<file path="src/core/stp_defines.svh">
// Constants for the spanning-tree parameter guard and BPDU encoder.
// Included by the package-using design files; holds definitions only.
`ifndef STP_DEFINES_SVH
`define STP_DEFINES_SVH

// Register offsets on the plain register port (byte addresses).
`define STP_OFF_HELLO 8'h00
`define STP_OFF_MAX_AGE 8'h04
`define STP_OFF_FWD_DELAY 8'h08
`define STP_OFF_BR_PRIO 8'h0c
`define STP_OFF_PORT_PRIO 8'h10
`define STP_OFF_PATH_COST 8'h14
`define STP_OFF_CTRL 8'h18
`define STP_OFF_STATUS 8'h1c
`define STP_OFF_TRANSIT 8'h20
`define STP_OFF_HOLD 8'h24

// Control register fields.
`define STP_CTRL_ROOT 0
`define STP_CTRL_TC 1
`define STP_CTRL_TCA 2
`define STP_CTRL_SEND_CFG 3
`define STP_CTRL_SEND_TCN 4
`define STP_CTRL_LOAD_COST 5
`define STP_CTRL_SPEED_LO 8

// Status register fields.
`define STP_ST_REJECT 0
`define STP_ST_HOLD 1
`define STP_ST_BUSY 2
`define STP_ST_PEND 3
`define STP_ST_DISCARD 4

// Timer values in seconds, ranges and defaults.
`define STP_HELLO_MIN 8'h01
`define STP_HELLO_MAX 8'h0a
`define STP_HELLO_DEF 8'h02
`define STP_MAX_AGE_MIN 8'h06
`define STP_MAX_AGE_MAX 8'h28
`define STP_MAX_AGE_DEF 8'h14
`define STP_FWD_MIN 8'h04
`define STP_FWD_MAX 8'h1e
`define STP_FWD_DEF 8'h0f
`define STP_HOLD_S 8'h01
`define STP_DELAY_MAX_S 8'h04
`define STP_DELAY_DEF_S 8'h01

// Priorities and path costs.
`define STP_BR_PRIO_DEF 16'h8000
`define STP_PORT_PRIO_DEF 8'h80
`define STP_COST_MIN 16'h0001
`define STP_COST_4M 16'h00fa
`define STP_COST_10M 16'h0064
`define STP_COST_16M 16'h003e
`define STP_COST_100M 16'h0013
`define STP_COST_1G 16'h0004
`define STP_COST_10G 16'h0002

// BPDU encoding.
`define STP_PROTO_ID 16'h0000
`define STP_VERSION 8'h00
`define STP_TYPE_CFG 8'h00
`define STP_TYPE_TCN 8'h80
`define STP_CFG_OCTETS 6'd35
`define STP_TCN_OCTETS 6'd4

// Time base.
`define STP_CLK_HZ 125000000
`define STP_TICK_S 1

`endif

</file>
<file path="src/core/stp_pkg.sv">
// Types shared by the spanning-tree parameter guard and its BPDU encoder.
// Needs no other file.
package stp_pkg;
    typedef logic [7:0] stp_octet_t;
    typedef logic [15:0] stp_timer_t;
    typedef enum logic [1:0] {
        STP_ENC_IDLE = 2'b01,
        STP_ENC_SEND = 2'b10
    } stp_enc_state_t;
endpackage

</file>
<file path="src/core/stp_param_guard.sv">
// Spanning-tree parameter guard: holds management-set timers, priorities
// and path cost within their legal ranges, runs the one-second time base,
// hello and hold timers, watches forwarded-frame transit time and drives
// the BPDU encoder. Register port is plain, read data one cycle later.
// Assumes a same-clock octet sink and same-clock forwarding pulses.
`timescale 1ns/100ps
`default_nettype none
`include "stp_defines.svh"
module stp_param_guard #(
    parameter int TICK_CYCLES = `STP_CLK_HZ * `STP_TICK_S,
    parameter logic [15:0] PORT_NUM = 16'h0001,
    parameter logic [2:0] LINK_SPEED = 3'd3
) (
    input wire logic clk,
    input wire logic reset_n,
    input wire logic [7:0] reg_addr,
    input wire logic [31:0] reg_wdata,
    input wire logic reg_wr,
    input wire logic reg_rd,
    output logic [31:0] reg_rdata,
    input wire logic [47:0] bridge_addr,
    input wire logic fwd_rx,
    input wire logic fwd_tx,
    output logic fwd_discard,
    input wire logic tx_ready,
    output logic tx_valid,
    output stp_pkg::stp_octet_t tx_data,
    output logic tx_last
);
    import stp_pkg::*;

    initial begin
        if (TICK_CYCLES < 2 || PORT_NUM == 16'h0000 || PORT_NUM > 16'h00ff || LINK_SPEED > 3'd5) begin
            $error("stp_param_guard: unsupported parameter value");
        end
    end

    function automatic logic [15:0] speed_cost(input logic [2:0] sel);
        logic [15:0] c;
        c = `STP_COST_100M;
        case (sel)
            3'd0: c = `STP_COST_4M;
            3'd1: c = `STP_COST_10M;
            3'd2: c = `STP_COST_16M;
            3'd3: c = `STP_COST_100M;
            3'd4: c = `STP_COST_1G;
            3'd5: c = `STP_COST_10G;
            default: c = `STP_COST_100M;
        endcase
        return c;
    endfunction

    localparam logic [15:0] COST_RST = speed_cost(LINK_SPEED);
    localparam logic [26:0] TICK_LAST = 27'(TICK_CYCLES - 1);

    // Management-held parameters, status flags and read data.
    logic [7:0] hello_ff, nxt_hello;
    logic [7:0] max_age_ff, nxt_max_age;
    logic [7:0] fwd_ff, nxt_fwd;
    logic [15:0] br_prio_ff, nxt_br_prio;
    logic [7:0] port_prio_ff, nxt_port_prio;
    logic [15:0] cost_ff, nxt_cost;
    logic [7:0] transit_ff, nxt_transit;
    logic root_ff, nxt_root;
    logic tc_ff, nxt_tc;
    logic tca_ff, nxt_tca;
    logic reject_ff, nxt_reject;
    logic discard_seen_ff, nxt_discard_seen;
    logic [31:0] rdata_ff, nxt_rdata;

    // Time base, timers and transmit control.
    logic [26:0] tick_cnt_ff, nxt_tick_cnt;
    logic tick_ff, nxt_tick;
    logic [7:0] hello_cnt_ff, nxt_hello_cnt;
    logic hold_ff, nxt_hold;
    logic pend_cfg_ff, nxt_pend_cfg;
    logic pend_tcn_ff, nxt_pend_tcn;
    logic start_ff, nxt_start;
    logic start_tcn_ff, nxt_start_tcn;
    logic transit_on_ff, nxt_transit_on;
    logic [7:0] transit_cnt_ff, nxt_transit_cnt;
    logic discard_ff, nxt_discard;

    logic enc_busy;
    logic wr_timer, timers_ok;
    logic [7:0] cand_hello, cand_max, cand_fwd;
    logic cfg_req;

    // A timer write is checked as a whole triple against ranges and relations.
    always_comb begin
        cand_hello = hello_ff;
        cand_max = max_age_ff;
        cand_fwd = fwd_ff;
        wr_timer = 1'b0;
        if (reg_wr) begin
            case (reg_addr)
                `STP_OFF_HELLO: begin
                    cand_hello = reg_wdata[7:0];
                    wr_timer = 1'b1;
                end
                `STP_OFF_MAX_AGE: begin
                    cand_max = reg_wdata[7:0];
                    wr_timer = 1'b1;
                end
                `STP_OFF_FWD_DELAY: begin
                    cand_fwd = reg_wdata[7:0];
                    wr_timer = 1'b1;
                end
                default: wr_timer = 1'b0;
            endcase
        end
        timers_ok = (reg_wdata[31:8] == 24'h0) && (cand_hello >= `STP_HELLO_MIN)
            && (cand_hello <= `STP_HELLO_MAX) && (cand_max >= `STP_MAX_AGE_MIN)
            && (cand_max <= `STP_MAX_AGE_MAX) && (cand_fwd >= `STP_FWD_MIN)
            && (cand_fwd <= `STP_FWD_MAX)
            && ({cand_fwd, 1'b0} - 9'd2 >= {1'b0, cand_max})
            && ({1'b0, cand_max} >= {cand_hello, 1'b0} + 9'd2);
    end

    // Register writes and reads.
    always_comb begin
        nxt_hello = hello_ff;
        nxt_max_age = max_age_ff;
        nxt_fwd = fwd_ff;
        nxt_br_prio = br_prio_ff;
        nxt_port_prio = port_prio_ff;
        nxt_cost = cost_ff;
        nxt_transit = transit_ff;
        nxt_root = root_ff;
        nxt_tc = tc_ff;
        nxt_tca = tca_ff;
        nxt_reject = reject_ff;
        nxt_discard_seen = discard_seen_ff || discard_ff;
        nxt_rdata = 32'h0;
        if (wr_timer) begin
            if (timers_ok) begin
                nxt_hello = cand_hello;
                nxt_max_age = cand_max;
                nxt_fwd = cand_fwd;
            end else begin
                nxt_reject = 1'b1;
            end
        end
        if (reg_wr) begin
            case (reg_addr)
                `STP_OFF_BR_PRIO: begin
                    if (reg_wdata[31:16] == 16'h0) nxt_br_prio = reg_wdata[15:0];
                    else nxt_reject = 1'b1;
                end
                `STP_OFF_PORT_PRIO: begin
                    if (reg_wdata[31:8] == 24'h0) nxt_port_prio = reg_wdata[7:0];
                    else nxt_reject = 1'b1;
                end
                `STP_OFF_PATH_COST: begin
                    if (reg_wdata[31:16] == 16'h0 && reg_wdata[15:0] >= `STP_COST_MIN) begin
                        nxt_cost = reg_wdata[15:0];
                    end else begin
                        nxt_reject = 1'b1;
                    end
                end
                `STP_OFF_TRANSIT: begin
                    if (reg_wdata[31:0] >= 32'h1 && reg_wdata[31:0] <= 32'(`STP_DELAY_MAX_S)) begin
                        nxt_transit = reg_wdata[7:0];
                    end else begin
                        nxt_reject = 1'b1;
                    end
                end
                `STP_OFF_CTRL: begin
                    nxt_root = reg_wdata[`STP_CTRL_ROOT];
                    nxt_tc = reg_wdata[`STP_CTRL_TC];
                    nxt_tca = reg_wdata[`STP_CTRL_TCA];
                    if (reg_wdata[`STP_CTRL_LOAD_COST]) begin
                        nxt_cost = speed_cost(reg_wdata[`STP_CTRL_SPEED_LO +: 3]);
                    end
                end
                `STP_OFF_STATUS: begin
                    // Write one to clear; a discard in the same cycle still lands.
                    if (reg_wdata[`STP_ST_REJECT]) nxt_reject = 1'b0;
                    if (reg_wdata[`STP_ST_DISCARD]) nxt_discard_seen = discard_ff;
                end
                // Timer offsets land here; their verdict was already set above.
                default: begin
                end
            endcase
        end
        if (reg_rd) begin
            case (reg_addr)
                `STP_OFF_HELLO: nxt_rdata = {24'h0, hello_ff};
                `STP_OFF_MAX_AGE: nxt_rdata = {24'h0, max_age_ff};
                `STP_OFF_FWD_DELAY: nxt_rdata = {24'h0, fwd_ff};
                `STP_OFF_BR_PRIO: nxt_rdata = {16'h0, br_prio_ff};
                `STP_OFF_PORT_PRIO: nxt_rdata = {24'h0, port_prio_ff};
                `STP_OFF_PATH_COST: nxt_rdata = {16'h0, cost_ff};
                `STP_OFF_CTRL: nxt_rdata = {29'h0, tca_ff, tc_ff, root_ff};
                `STP_OFF_STATUS: nxt_rdata = {27'h0, discard_seen_ff, pend_cfg_ff | pend_tcn_ff,
                    enc_busy, hold_ff, reject_ff};
                `STP_OFF_TRANSIT: nxt_rdata = {24'h0, transit_ff};
                `STP_OFF_HOLD: nxt_rdata = {24'h0, `STP_HOLD_S};
                default: nxt_rdata = 32'h0;
            endcase
        end
    end

    always_ff @(posedge clk or negedge reset_n) begin
        if (!reset_n) begin
            hello_ff <= `STP_HELLO_DEF;
            max_age_ff <= `STP_MAX_AGE_DEF;
            fwd_ff <= `STP_FWD_DEF;
            br_prio_ff <= `STP_BR_PRIO_DEF;
            port_prio_ff <= `STP_PORT_PRIO_DEF;
            cost_ff <= COST_RST;
            transit_ff <= `STP_DELAY_DEF_S;
            root_ff <= 1'b0;
            tc_ff <= 1'b0;
            tca_ff <= 1'b0;
            reject_ff <= 1'b0;
            discard_seen_ff <= 1'b0;
            rdata_ff <= 32'h0;
        end else begin
            hello_ff <= nxt_hello;
            max_age_ff <= nxt_max_age;
            fwd_ff <= nxt_fwd;
            br_prio_ff <= nxt_br_prio;
            port_prio_ff <= nxt_port_prio;
            cost_ff <= nxt_cost;
            transit_ff <= nxt_transit;
            root_ff <= nxt_root;
            tc_ff <= nxt_tc;
            tca_ff <= nxt_tca;
            reject_ff <= nxt_reject;
            discard_seen_ff <= nxt_discard_seen;
            rdata_ff <= nxt_rdata;
        end
    end

    assign cfg_req = reg_wr && reg_addr == `STP_OFF_CTRL && reg_wdata[`STP_CTRL_SEND_CFG];

    // Seconds are counted from a free-running tick, so a count of N ticks
    // spans N-1 to N seconds: hellos come early rather than late, and the
    // transit watchdog discards early rather than late.
    always_comb begin
        nxt_tick_cnt = (tick_cnt_ff == TICK_LAST) ? 27'h0 : tick_cnt_ff + 27'h1;
        nxt_tick = (tick_cnt_ff == TICK_LAST);
        nxt_hello_cnt = hello_cnt_ff;
        nxt_hold = hold_ff;
        nxt_pend_cfg = pend_cfg_ff || cfg_req;
        nxt_pend_tcn = pend_tcn_ff || (reg_wr && reg_addr == `STP_OFF_CTRL
            && reg_wdata[`STP_CTRL_SEND_TCN]);
        nxt_start = 1'b0;
        nxt_start_tcn = 1'b0;
        if (!root_ff) begin
            nxt_hello_cnt = 8'h0;
        end else if (tick_ff) begin
            if (hello_cnt_ff + 8'h1 >= hello_ff) begin
                nxt_hello_cnt = 8'h0;
                nxt_pend_cfg = 1'b1;
            end else begin
                nxt_hello_cnt = hello_cnt_ff + 8'h1;
            end
        end
        // Hold lasts until the next tick, i.e. no more than the fixed hold time.
        if (tick_ff) nxt_hold = 1'b0;
        // Requests wait at most one hold period, well inside the send limit.
        if (!enc_busy && !start_ff) begin
            if (pend_tcn_ff) begin
                nxt_start = 1'b1;
                nxt_start_tcn = 1'b1;
                nxt_pend_tcn = 1'b0;
            end else if (pend_cfg_ff && !hold_ff) begin
                nxt_start = 1'b1;
                nxt_pend_cfg = cfg_req;
                nxt_hold = 1'b1;
            end
        end
    end

    // Transit watchdog for one frame in flight at a time.
    always_comb begin
        nxt_transit_on = transit_on_ff;
        nxt_transit_cnt = transit_cnt_ff;
        nxt_discard = 1'b0;
        if (fwd_rx) begin
            nxt_transit_on = 1'b1;
            nxt_transit_cnt = 8'h0;
        end else if (transit_on_ff) begin
            if (fwd_tx) begin
                nxt_transit_on = 1'b0;
            end else if (tick_ff) begin
                if (transit_cnt_ff + 8'h1 >= transit_ff) begin
                    nxt_transit_on = 1'b0;
                    nxt_discard = 1'b1;
                end else begin
                    nxt_transit_cnt = transit_cnt_ff + 8'h1;
                end
            end
        end
    end

    always_ff @(posedge clk or negedge reset_n) begin
        if (!reset_n) begin
            tick_cnt_ff <= 27'h0;
            tick_ff <= 1'b0;
            hello_cnt_ff <= 8'h0;
            hold_ff <= 1'b0;
            pend_cfg_ff <= 1'b0;
            pend_tcn_ff <= 1'b0;
            start_ff <= 1'b0;
            start_tcn_ff <= 1'b0;
            transit_on_ff <= 1'b0;
            transit_cnt_ff <= 8'h0;
            discard_ff <= 1'b0;
        end else begin
            tick_cnt_ff <= nxt_tick_cnt;
            tick_ff <= nxt_tick;
            hello_cnt_ff <= nxt_hello_cnt;
            hold_ff <= nxt_hold;
            pend_cfg_ff <= nxt_pend_cfg;
            pend_tcn_ff <= nxt_pend_tcn;
            start_ff <= nxt_start;
            start_tcn_ff <= nxt_start_tcn;
            transit_on_ff <= nxt_transit_on;
            transit_cnt_ff <= nxt_transit_cnt;
            discard_ff <= nxt_discard;
        end
    end

    // As root the bridge sends its own id as root, zero cost and zero age;
    // timers go out in 1/256 s units.
    stp_bpdu_enc u_enc (
        .clk(clk),
        .reset_n(reset_n),
        .start(start_ff),
        .is_tcn(start_tcn_ff),
        .flag_tc(tc_ff),
        .flag_tca(tca_ff),
        .root_id({br_prio_ff, bridge_addr}),
        .root_cost(32'h0),
        .bridge_id({br_prio_ff, bridge_addr}),
        .port_id({port_prio_ff, PORT_NUM[7:0]}),
        .msg_age(16'h0000),
        .max_age({max_age_ff, 8'h00}),
        .hello({hello_ff, 8'h00}),
        .fwd_delay({fwd_ff, 8'h00}),
        .tx_ready(tx_ready),
        .tx_valid(tx_valid),
        .tx_data(tx_data),
        .tx_last(tx_last),
        .busy(enc_busy)
    );

    assign reg_rdata = rdata_ff;
    assign fwd_discard = discard_ff;
endmodule
`default_nettype wire

</file>
<file path="src/core/stp_bpdu_enc.sv">
// BPDU octet serialiser: builds a configuration or notification BPDU
// and hands it out one octet per accepted beat, octet 1 first.
// Assumes a same-clock sink with valid/ready handshake.
`timescale 1ns/100ps
`default_nettype none
`include "stp_defines.svh"
module stp_bpdu_enc (
    input wire logic clk,
    input wire logic reset_n,
    input wire logic start,
    input wire logic is_tcn,
    input wire logic flag_tc,
    input wire logic flag_tca,
    input wire logic [63:0] root_id,
    input wire logic [31:0] root_cost,
    input wire logic [63:0] bridge_id,
    input wire logic [15:0] port_id,
    input wire stp_pkg::stp_timer_t msg_age,
    input wire stp_pkg::stp_timer_t max_age,
    input wire stp_pkg::stp_timer_t hello,
    input wire stp_pkg::stp_timer_t fwd_delay,
    input wire logic tx_ready,
    output logic tx_valid,
    output stp_pkg::stp_octet_t tx_data,
    output logic tx_last,
    output logic busy
);
    import stp_pkg::*;

    localparam int FRAME_W = 280;

    stp_enc_state_t state_ff, nxt_state;
    logic [FRAME_W-1:0] frame_ff, nxt_frame;
    logic [5:0] left_ff, nxt_left;
    logic last_ff, nxt_last;
    logic [FRAME_W-1:0] cfg_frame;
    stp_octet_t flags;

    // Only the two defined flag bits are ever set; the rest go out as zero.
    assign flags = {flag_tca, 6'h00, flag_tc};
    // Fields are laid out most significant first so the top octet leaves first.
    assign cfg_frame = {`STP_PROTO_ID, `STP_VERSION, `STP_TYPE_CFG, flags, root_id,
        root_cost, bridge_id, port_id, msg_age, max_age, hello, fwd_delay};

    always_comb begin
        nxt_state = state_ff;
        nxt_frame = frame_ff;
        nxt_left = left_ff;
        unique case (state_ff)
            STP_ENC_IDLE: begin
                if (start) begin
                    nxt_state = STP_ENC_SEND;
                    if (is_tcn) begin
                        nxt_frame = {`STP_PROTO_ID, `STP_VERSION, `STP_TYPE_TCN, 248'h0};
                        nxt_left = `STP_TCN_OCTETS;
                    end else begin
                        nxt_frame = cfg_frame;
                        nxt_left = `STP_CFG_OCTETS;
                    end
                end
            end
            STP_ENC_SEND: begin
                if (tx_ready) begin
                    nxt_frame = {frame_ff[FRAME_W-9:0], 8'h00};
                    nxt_left = left_ff - 6'd1;
                    if (left_ff == 6'd1) begin
                        nxt_state = STP_ENC_IDLE;
                    end
                end
            end
        endcase
        // Registered so the last-octet mark leaves straight from a flip-flop.
        nxt_last = (nxt_state == STP_ENC_SEND) && (nxt_left == 6'd1);
    end

    always_ff @(posedge clk or negedge reset_n) begin
        if (!reset_n) begin
            state_ff <= STP_ENC_IDLE;
            frame_ff <= '0;
            left_ff <= 6'd0;
            last_ff <= 1'b0;
        end else begin
            state_ff <= nxt_state;
            frame_ff <= nxt_frame;
            left_ff <= nxt_left;
            last_ff <= nxt_last;
        end
    end

    assign tx_valid = state_ff[1];
    assign tx_data = frame_ff[FRAME_W-1:FRAME_W-8];
    assign tx_last = last_ff;
    assign busy = state_ff[1];
endmodule
`default_nettype wire

</file>
<file path="config.mk">
export PLATFORM = sky130hd
export DESIGN_NAME = stp_param_guard
export DESIGN_NICKNAME = d
export VERILOG_FILES = /design/src/core/stp_pkg.sv /design/src/core/stp_param_guard.sv /design/src/core/stp_bpdu_enc.sv
export VERILOG_INCLUDE_DIRS = /design/src /design/src/core
export SDC_FILE = /design/constraint.sdc
export NUM_CORES = 1
export LEC_CHECK = 0
export ABC_AREA = 1
export BUFFER_PORTS_ARGS = -buffer_cell sky130_fd_sc_hd__buf_2
export CORE_MARGIN = 10
export CORE_UTILIZATION = 65
export DETAILED_ROUTE_END_ITERATION = 16
export PLACE_DENSITY_LB_ADDON = 0.05
export SYNTH_ARGS = -nofsm -noshare
export SYNTH_HDL_FRONTEND = slang
export SYNTH_SLANG_ARGS = --single-unit
</file>
<file path="constraint.sdc">
create_clock -name clk -period 6.84 [get_ports clk]
set_input_delay 1.026 -clock clk [delete_from_list [all_inputs] [get_ports clk]]
set_output_delay 1.026 -clock clk [all_outputs]
set_load 0.01 [all_outputs]
</file>
After elaboration in Yosys (flattened, before gate mapping):

Cells that the tools add are included.

* register bits: 449
* input port bits: 95
* output and inout bits: 43
* logic and storage cells: 186

* $add $sub $neg: 6
* $lt $le $gt $ge: 13
* equal/unequal tests: 26
* muxes and demuxes: 74
* bitwise operators: 1
* reduce and logical (&&, ||, !) cells: 38

Operators with widths (number)
* $mux 280: 2
* $pmux 280 s2: 1
* $mux 256: 1
* $pmux 16 s10: 1
* $mux 8: 14
* $mux 16: 3
* $mux 1: 40
* $pmux 8 s5: 1
* $eq 8x5->1 const B: 4
* $ge 32x1->1 const B: 1
* $le 32x3->1 const B: 1
* $pmux 16 s2: 1
* $add 27x1->27 const B: 1
* $eq 27x27->1 const B: 1
* $mux 27: 1
* $logic_not 24->1: 1
* $mux 6: 3
* $add 8x1->8 const B: 2
* $eq 8x4->1 const B: 2
* $eq 8x6->1 const B: 2
* $ge 16x1->1 const B: 1
* $ge 8x3->1 const B: 2
* $ge 8x8->1: 2
* $logic_and 1x1->1: 16
* 33 further kinds: 54

Logic depth before layout (Yosys ltp):

Gate-level depths: netlist (run 1).

* depth after elaboration: 17
* gate-level depth with buffers: 25
* depth with buffers taken out: 24

By module:

From an unflattened synthesis (run 1), not the netlist that was laid out.

* cell total of the unflattened synthesis: 2416
* area, all modules: 21177.8 µm²

By module, submodules not included
* stp_bpdu_enc: instances 1, cells an instance 1311, area each 12650.9 µm², seq. area each 7233.2 µm²
* stp_param_guard: instances 1, cells an instance 1105, area each 8526.9 µm², seq. area each 3619.7 µm²

Worst setup path before layout (run 1):

OpenSTA, ideal clock, no wires.

* kind: input to register
* start point: input reg_addr[1]
* end point: register fwd_ff[4]
* library setup time: 118 ps
* arrival time: 3881 ps
* data required time: 6722 ps
* setup slack: 2841 ps
* stages: 23
* buffers on the path: 1
* cells stage by stage: nor2_2 -> nand2_1 -> nor2_4 -> nand2_4 -> o21ai_0 -> inv_1 -> ha_1 -> xor2_1 -> ha_1 -> inv_1 -> nor3_1 -> nand2_1 -> nand2_1 -> nand2_1 -> nand2_1 -> nand2_1 -> nand2_1 -> inv_1 -> nor2_4 -> nand3_4 -> buf_6 -> nand2_1 -> nand2_1

* word-level cells in the longest chain between the ends: 13
* elaborated cells on any way between the ends: 31
* classes of those cells: add/sub (2); order compare (8); eq/ne (2); mux (8); reduce/logical (11)

Ends and longest elaborated chain
* start: declaration: RTL line stp_param_guard.sv:16 `input wire logic [7:0] reg_addr,`
* $logic_not 8->1 *: RTL line stp_param_guard.sv:96 `case (reg_addr)`
* $mux 8 *: RTL line stp_param_guard.sv:96
* $mux 8 *: RTL line stp_param_guard.sv:95 `if (reg_wr) begin`
* net cand_hello[0]: RTL line stp_param_guard.sv:86 `logic [7:0] cand_hello, cand_max, cand_fwd;`
* branches (longest 8 deep; another with $add 9x2->9)
* $logic_and 1x1->1 *: RTL line stp_param_guard.sv:112 `` timers_ok = (reg_wdata[31:8] == 24'h0) && (cand_hello >= `STP_HELLO_MIN) ``
* $reduce_and 2->1 (no source line) *
* end signal: assignment: RTL line stp_param_guard.sv:208 `` fwd_ff <= `STP_FWD_DEF; ``
* end signal: assignment: RTL line stp_param_guard.sv:222 `fwd_ff <= nxt_fwd;`
* end: declaration: RTL line stp_param_guard.sv:59 `logic [7:0] fwd_ff, nxt_fwd;`

Mark *: on every way through the listed nets, which the timed path passes.
A chain may end at the register's enable or synchronous reset.

Worst setup path in the final report (run 1):

* start point: register u_enc.state_ff[1]
* end point: register u_enc.frame_ff[238]

* word-level cells in the longest chain between the ends: 3
* elaborated cells on any way between the ends: 6
* classes of those cells: eq/ne (4); mux (1); reduce/logical (1)

Ends and longest elaborated chain
* start: declaration: RTL line stp_bpdu_enc.sv:32 `stp_enc_state_t state_ff, nxt_state;`
* start signal: assignment: RTL line stp_bpdu_enc.sv:83 `state_ff <= nxt_state;`
* $eq 2x1->1 / $eq 2x2->1 (equally long branches): RTL line stp_bpdu_enc.sv:49 `unique case (state_ff)`
* $ne 2x2->1 (no source line)
* $reduce_and 2->1 (no source line)
* end signal: assignment: RTL line stp_bpdu_enc.sv:84 `frame_ff <= nxt_frame;`
* end: declaration: RTL line stp_bpdu_enc.sv:33 `logic [FRAME_W-1:0] frame_ff, nxt_frame;`

Several ways; a longest one is shown, not always the timed one.

==> results of run 1 <==
[logic make-up after synthesis]
kind of cell | count (synthesis)
compound gates | 611
other cells | 1
mux | 2
flops | 425
xor+xnor | 32
simple gates | 781
fa+ha+maj | 40
buf+inv | 458
[worst max-delay path: cells and delay by family (launching register included)]
kind / cells / cell delay [ns]
buf+inv: 4 / 2.71
simple gates: 1 / 0.76
compound gates: 2 / 0.70
flops: 1 / 0.37
[how the worst min path moves through the flow]
stage / from / end / cells after the start
floorplan: tick_cnt_ff[0] / tick_cnt_ff[0] / 1
global placement: tick_cnt_ff[0] / tick_cnt_ff[0] / 1
detailed placement: transit_ff[7] / transit_ff[7] / 2
CTS: tick_cnt_ff[0] / tick_cnt_ff[0] / 1
global route: hello_ff[7] / hello_ff[7] / 2
finish: tick_cnt_ff[0] / tick_cnt_ff[0] / 1
[power groups by stage]
| stage | Combinational (mW) | Sequential (mW) | Clock [mW] |
|---|---|---|---|
| finish | 1.67 | 3.46 | 2.48 |
| floorplan | 1.24 | 3.37 | 0 |
| global route | 1.88 | 3.51 | 2.59 |
| global placement | 1.57 | 3.47 | 0 |
| CTS | 1.67 | 3.45 | 2.50 |
| detailed placement | 1.65 | 3.48 | 0 |
[area by class of cell]
type	count	area, sq um	share of cell area (%)
Clock inverter	7	125	0.562
Tap cell	396	495	2.23
Multi-Input combinational cell	1482	7650	34.4
Antenna cell	2	5.00	0.0225
Timing Repair Buffer	131	716	3.22
Clock buffer	75	1400	6.29
Sequential cell	425	10700	47.9
Inverter	323	1220	5.47
[metrics by stage]
stage / hold WS (ns) / instance area (sq um)
after floorplan: 0.433 / 20100
after global placement: 0.447 / 20700
after detailed placement: 0.454 / 20700
after CTS: 0.468 / 22300
after global routing: 0.478 / 22300
final: 0.462 / 22300
[flip-flops by register name, summed over array words and instances, names as in the netlist, 8 cells and up]
name            flops
u_enc.frame_ff    272
tick_cnt_ff        27
br_prio_ff         16
cost_ff            16
reg_rdata          16
fwd_ff              8
hello_cnt_ff        8
hello_ff            8
max_age_ff          8
port_prio_ff        8
transit_cnt_ff      8
transit_ff          8
[per-layer routing]
layer,up-vias,share of wire (%)
met1,8316,44
met2,597,46
met5,-,0.050
met4,4,2.2
li1,7854,-
met3,98,7.0
[cell usage in the layout, fill, tap and decap left out, types with 3 or more instances in the layout]
master / instances
dfrtp_1: 411
nand2_1: 367
inv_1: 309
a21oi_1: 290
nor2_1: 215
o21ai_0: 136
buf_2: 120
o22ai_1: 113
nand3_1: 88
clkbuf_16: 46
ha_1: 40
nand4_1: 37
nor3_1: 27
xor2_1: 25
a22oi_1: 25
conb_1: 16
clkbuf_1: 15
dfstp_2: 14
clkbuf_8: 14
a31oi_1: 11
nor2_4: 9
nor4_1: 8
buf_4: 8
nand2_2: 7
a221oi_1: 7
xnor2_1: 7
nor2_2: 6
inv_2: 6
clkinv_1: 6
o31ai_1: 4
o21bai_1: 4
nand3b_1: 4
clkinv_2: 3
nor3b_1: 3
nand3_2: 3
o21ai_1: 3
bufinv_16: 3
==> impl_results.md, run 1 <==
- Async SR Flop Fraction: 100%
- Syn avg cell area: 8.55 sq um
- Post-Synth Simple-Gate Area: about 17%
- CTS tree: built
- Critical Path End Type: flop
- Most frequent CP cell: buf_4
- Crit path launch: u_enc.state_ff[1]
- GRT Total Usage: a little over a quarter
- Mux contribution to synthesized area: less than 1%
- Area grow syn2layout: 10.8%
- Final TNS setup: 0 ns
- Flop pwr share: 45.5%
- Worst Tran Pin Value: ~1.1 ns
- Post-CTS Setup Inserts: 0
- Max Buffers Root-to-Sink: 3
- Top area cells in the synthesized netlist: dfrtp_1 (51%), a21oi_1 (7.2%), nand2_1 (6.9%), inv_1 (5.8%), nor2_1 (4.1%)
- Post-synthesis compound-gate area fraction: 16.9%
- Pre-CTS WS: 2.01 ns
- R2r startpoint: u_enc.state_ff[1]
- R2R Path End: u_enc.frame_ff[238]
- Synth area leader: dfrtp_1
- R2R depth: 7
- RSZ-0062 raised after global routing: false
- Flop and latch count out of synthesis: 425
- Worst VDD drop: about 0.00019 V
- CTS resizes: 0
- Status: finished clean
- Pins Over Slew Limit: 0
- Seq/Total Area, Yosys: 53.0%
- DR vias/cell: 5.94
- Die Area: around 38000 sq um
- EDFF count, synth: 0
- Detail Route Antenna Nets: 0
- Core Footprint: roughly 31000 sq um
- Startpoint types: flop
- GRT busiest layer: met2
- Layout net count: about 2500
- Filler Cells Inserted: ~2400
- Worst path required time: 7.20 ns
- Final setup fails: 0
- TritonCTS buffer count: 44
- Placed cells: about 2800
- HPWL after detailed placement: about 36000 um
- Initial antenna violation count: 4
- Sw frac: 32.1%
- First-pass GRT wire length: 85900 um
- Post-Layout Cell Count: about 2800
- Adder-cell share of the synthesized area: approximately 2.5%
- Fmax: 209 MHz
- GRT met2 Usage: 42.1%
- Post-Synthesis Cell Area: between 20000 and 25000 sq um
- Initial Util: between 60% and 70%
- Vias: about 17000
- Drt initial violations: between 1500 and 2000
- Xor and xnor area share after synthesis: 1.39%
- Sink Count: 425
- Clock-pin slew on the worst setup and hold paths: 0.06 ns
- Pin count of the biggest net entering global routing: roughly 180
- Critical path class: flop to flop
- Int Power: roughly 5.2 mW
- Max-cap viol count: 0
- Top-count cell post-synth: dfrtp_1
- Hold Vio Cnt, Final: 0
- Synth unique cells: 54
- Top cells by count, synth: dfrtp_1 (411), nand2_1 (367), inv_1 (310)
- Io pins: 138
- Met1 usage: between 30% and 40%
- Final Cycle Share: a little over two thirds
- Tmin final: 4.78 ns
- Total number of H-tree levels: 2
- Gate power share: 21.9%
- DRT Pass-1 Iters: 5
- Chip width: 196 um
- Arrival @ worst endpoint: 5.15 ns
- Routability-driven placement congestion ratio: approximately 0.94
- Number of global-route vias before repair: 16200
- Power per cell area: ~340 nW/um^2
- Lkg Pwr: 10.5 nW
- P_sw: about 2.4 mW
- Max_slew headroom: 26.1%
- Post-Route WL: 53800 um
- Post-synth top area share: 51.2%
- Layout Utilization: 73.0%
- Worst-path cell chain: inv_1 > nor2_4 > clkinv_1 > o21ai_4 > buf_4 > buf_4 > a22oi_1
- Ys flop type: dfrtp_1
- Worst clock skew: 0.0186 ns
- CP max FO: 110
- Crit path to: u_enc.frame_ff[238]
- Layout cell share with drive strength beyond 1: 10.5%
- Largest family of logic cells by synthesized area: compound AO/OA/AOI/OAI gates
- Rows: 64
- Root Driver: clkbuf_16
- Syn. warnings: 0
- Power share of the clock group: 32.6%
- Worst hold path type: flop to flop
- Total grt overflow: 0
- Met3 usage: under 10%
- Cells after synthesis: 2350
- Crit-path slowest cell: clkinv_1
- Power, Total: 7.62 mW
- Worst path max stage delay: 0.98 ns
- Port bufs: 121
- Clock latency on the worst-skew pair: ~0.55 ns
- R2R Setup Slk: 2.06 ns
- DRC violations left: 0
- CTS Hold Bufs: 0
- Setup WS post-layout: 2.06 ns
- Die H: 196 um
- Drt wl/cell: 18.9 um
(Power assumes the default switching activity.)
==> run 2: changes to the inputs <==
- CORE_UTILIZATION: 65 -> 61
- clock period: 6.84 -> 4.65 ns (I/O delays scaled with it)
==> run 2 against run 1 <==
Via count is 1.5% lower. Clock power increased by 47%. Routed wire length fell by 1.7%.
==> impl_results.md, run 2 (synthesized netlist as in run 1, its figures left out) <==
- DRT Pass-1 Iters: 6
- Final TNS setup: 0 ns
- Arrival @ worst endpoint: roughly 4.0 ns
- Most frequent cells in the layout: dfrtp_1 (411), nand2_1 (367), inv_1 (309), a21oi_1 (290), nor2_1 (215)
- Detail Route Antenna Nets: 0
- Biggest regs: u_enc.frame_ff (272), tick_cnt_ff (27)
- First-pass GRT wire length: between 80000 and 90000 um
- Routability-driven placement congestion ratio: 0.949
- DRC violations left: 0
- Clock-pin slew on the worst setup and hold paths: roughly 0.060 ns
- Vias: 16600
- Layout cell share with drive strength beyond 1: 11.0%
- Worst hold path type: primary input to async pin
- R2R Path End: hello_ff[0]
- Layout net count: 2551
- CTS resizes: 0
- Reg with most FFs: u_enc.frame_ff
- Critical Path End Type: flop
- Layout Utilization: 68.9%
- Startpoint types: primary input
- Initial Util: 61.8%
- R2R depth: 14
- RSZ-0062 raised after global routing: false
- Chip width: between 200 and 250 um
- Die Area: 40600 sq um
- Post-Layout Cell Count: 2893
- R2R Setup Slk: 1.53 ns
- Max reg flops: between 200 and 300
- Max_slew headroom: a little over a quarter
- Initial antenna violation count: 3
- CP max FO: 24
- Placed cells: 2812
- Post-CTS Setup Inserts: 0
- Worst VDD drop: 0.000393 V
- TritonCTS buffer count: 44
- Hold Vio Cnt, Final: 0
- Sink Count: 425
- DR vias/cell: 5.74
- Most common cell after layout, fill and taps aside: dfrtp_1
- Io pins: 138
- Tmin final: 3.55 ns
- Worst path required time: between 5 and 6 ns
- Max-cap viol count: 0
- Final Cycle Share: 76.4%
- Status: finished clean
- Worst clock skew: 0.0120 ns
- Pins Over Slew Limit: 0
- Drt wl/cell: roughly 18 um
- Number of global-route vias before repair: around 16000
- Worst Hold Slack: 0.196 ns
- Clock latency on the worst-skew pair: 0.54 ns
- Pin count of the biggest net entering global routing: 186
- Die H: 201 um
- Total number of H-tree levels: 2
- Fmax: 282 MHz
- Root Driver: clkbuf_16
- CTS tree: built
- Rows: 66
- Area grow syn2layout: 11.6%
- HPWL after detailed placement: 36400 um
- Drt initial violations: 1769
- Max Buffers Root-to-Sink: 3
- Power, Total: 11.2 mW
- Power per cell area: 499 nW/um^2
- Critical path class: primary input to flop
- Lkg Pwr: 10.6 nW
- Worst Tran Pin Value: 1.11 ns
- R2r startpoint: fwd_ff[1]
- GRT Total Usage: 25.6%
- Core Footprint: 32500 sq um
- Final setup fails: 0
- Total grt overflow: 0
- CTS Hold Bufs: 0
- Post-Route WL: 52800 um
- Port bufs: approximately 120
[run 2: report_power, final]
group	internal (mW)	total [mW]	switching, mW
clock network	2.19	3.65	1.46
registers	4.60	5.06	0.459
logic	0.811	2.49	1.68
total	7.60	11.2	3.60
[run 2: area by class of cell]
type                       count  area, sq um
fill                        2684        10100
sequential                   425        10700
clock buffer                  62         1270
tap                          442          553
multi-input combinational   1482         7650
timing repair buffer         140          833
inverter                     323         1220
antenna                        1         2.50
clock inverter                18          244
[run 2: how the worst max path moves through the flow]
stage	from	endpoint	slack, ns	cells after the start
2_1_floorplan	reg_addr[1]	fwd_ff[4]	0.98	23
3_3_place_gp	reg_addr[5]	fwd_ff[7]	0.66	18
3_5_place_dp	reg_addr[5]	hello_ff[3]	0.61	18
4_1_cts	reg_addr[5]	hello_ff[3]	1.15	18
5_1_grt	reg_addr[5]	max_age_ff[5]	0.79	18
6_report	reg_addr[5]	hello_ff[0]	1.10	18
[run 2: worst max-delay path: stages]
cell and delay (ns):
buf_2 0.12, nor2_2 0.14, nand2_4 0.11, inv_2 0.10, nand3_2 0.23, o21ai_1 0.37
inv_1 0.08, ha_1 0.23, xor2_1 0.18, ha_1 0.27, nand2_1 0.08, a2bb2oi_1 0.17
nand2_1 0.06, o21ai_0 0.19, nand3_2 0.37, nand3_4 0.43, nand2_1 0.10, nand2_1 0.07
[run 2: through the flow]
| step | setup WS, ns | instance area [sq um] |
|---|---|---|
| finish | 1.10 | 22400 |
| global route | 0.787 | 22400 |
| CTS | 1.15 | 22400 |
| detailed placement | 0.607 | 20900 |
| global placement | 0.660 | 20900 |
| floorplan | 0.980 | 20100 |
[run 2: per-layer routing]
layer	vias to the layer above	GRT usage [%]	part of all wire, %
met5	-	0	0.040
met4	4	7.06	2.4
met3	98	5.27	8.4
met2	634	38.5	45
met1	8006	36.9	44
li1	7869	-	-
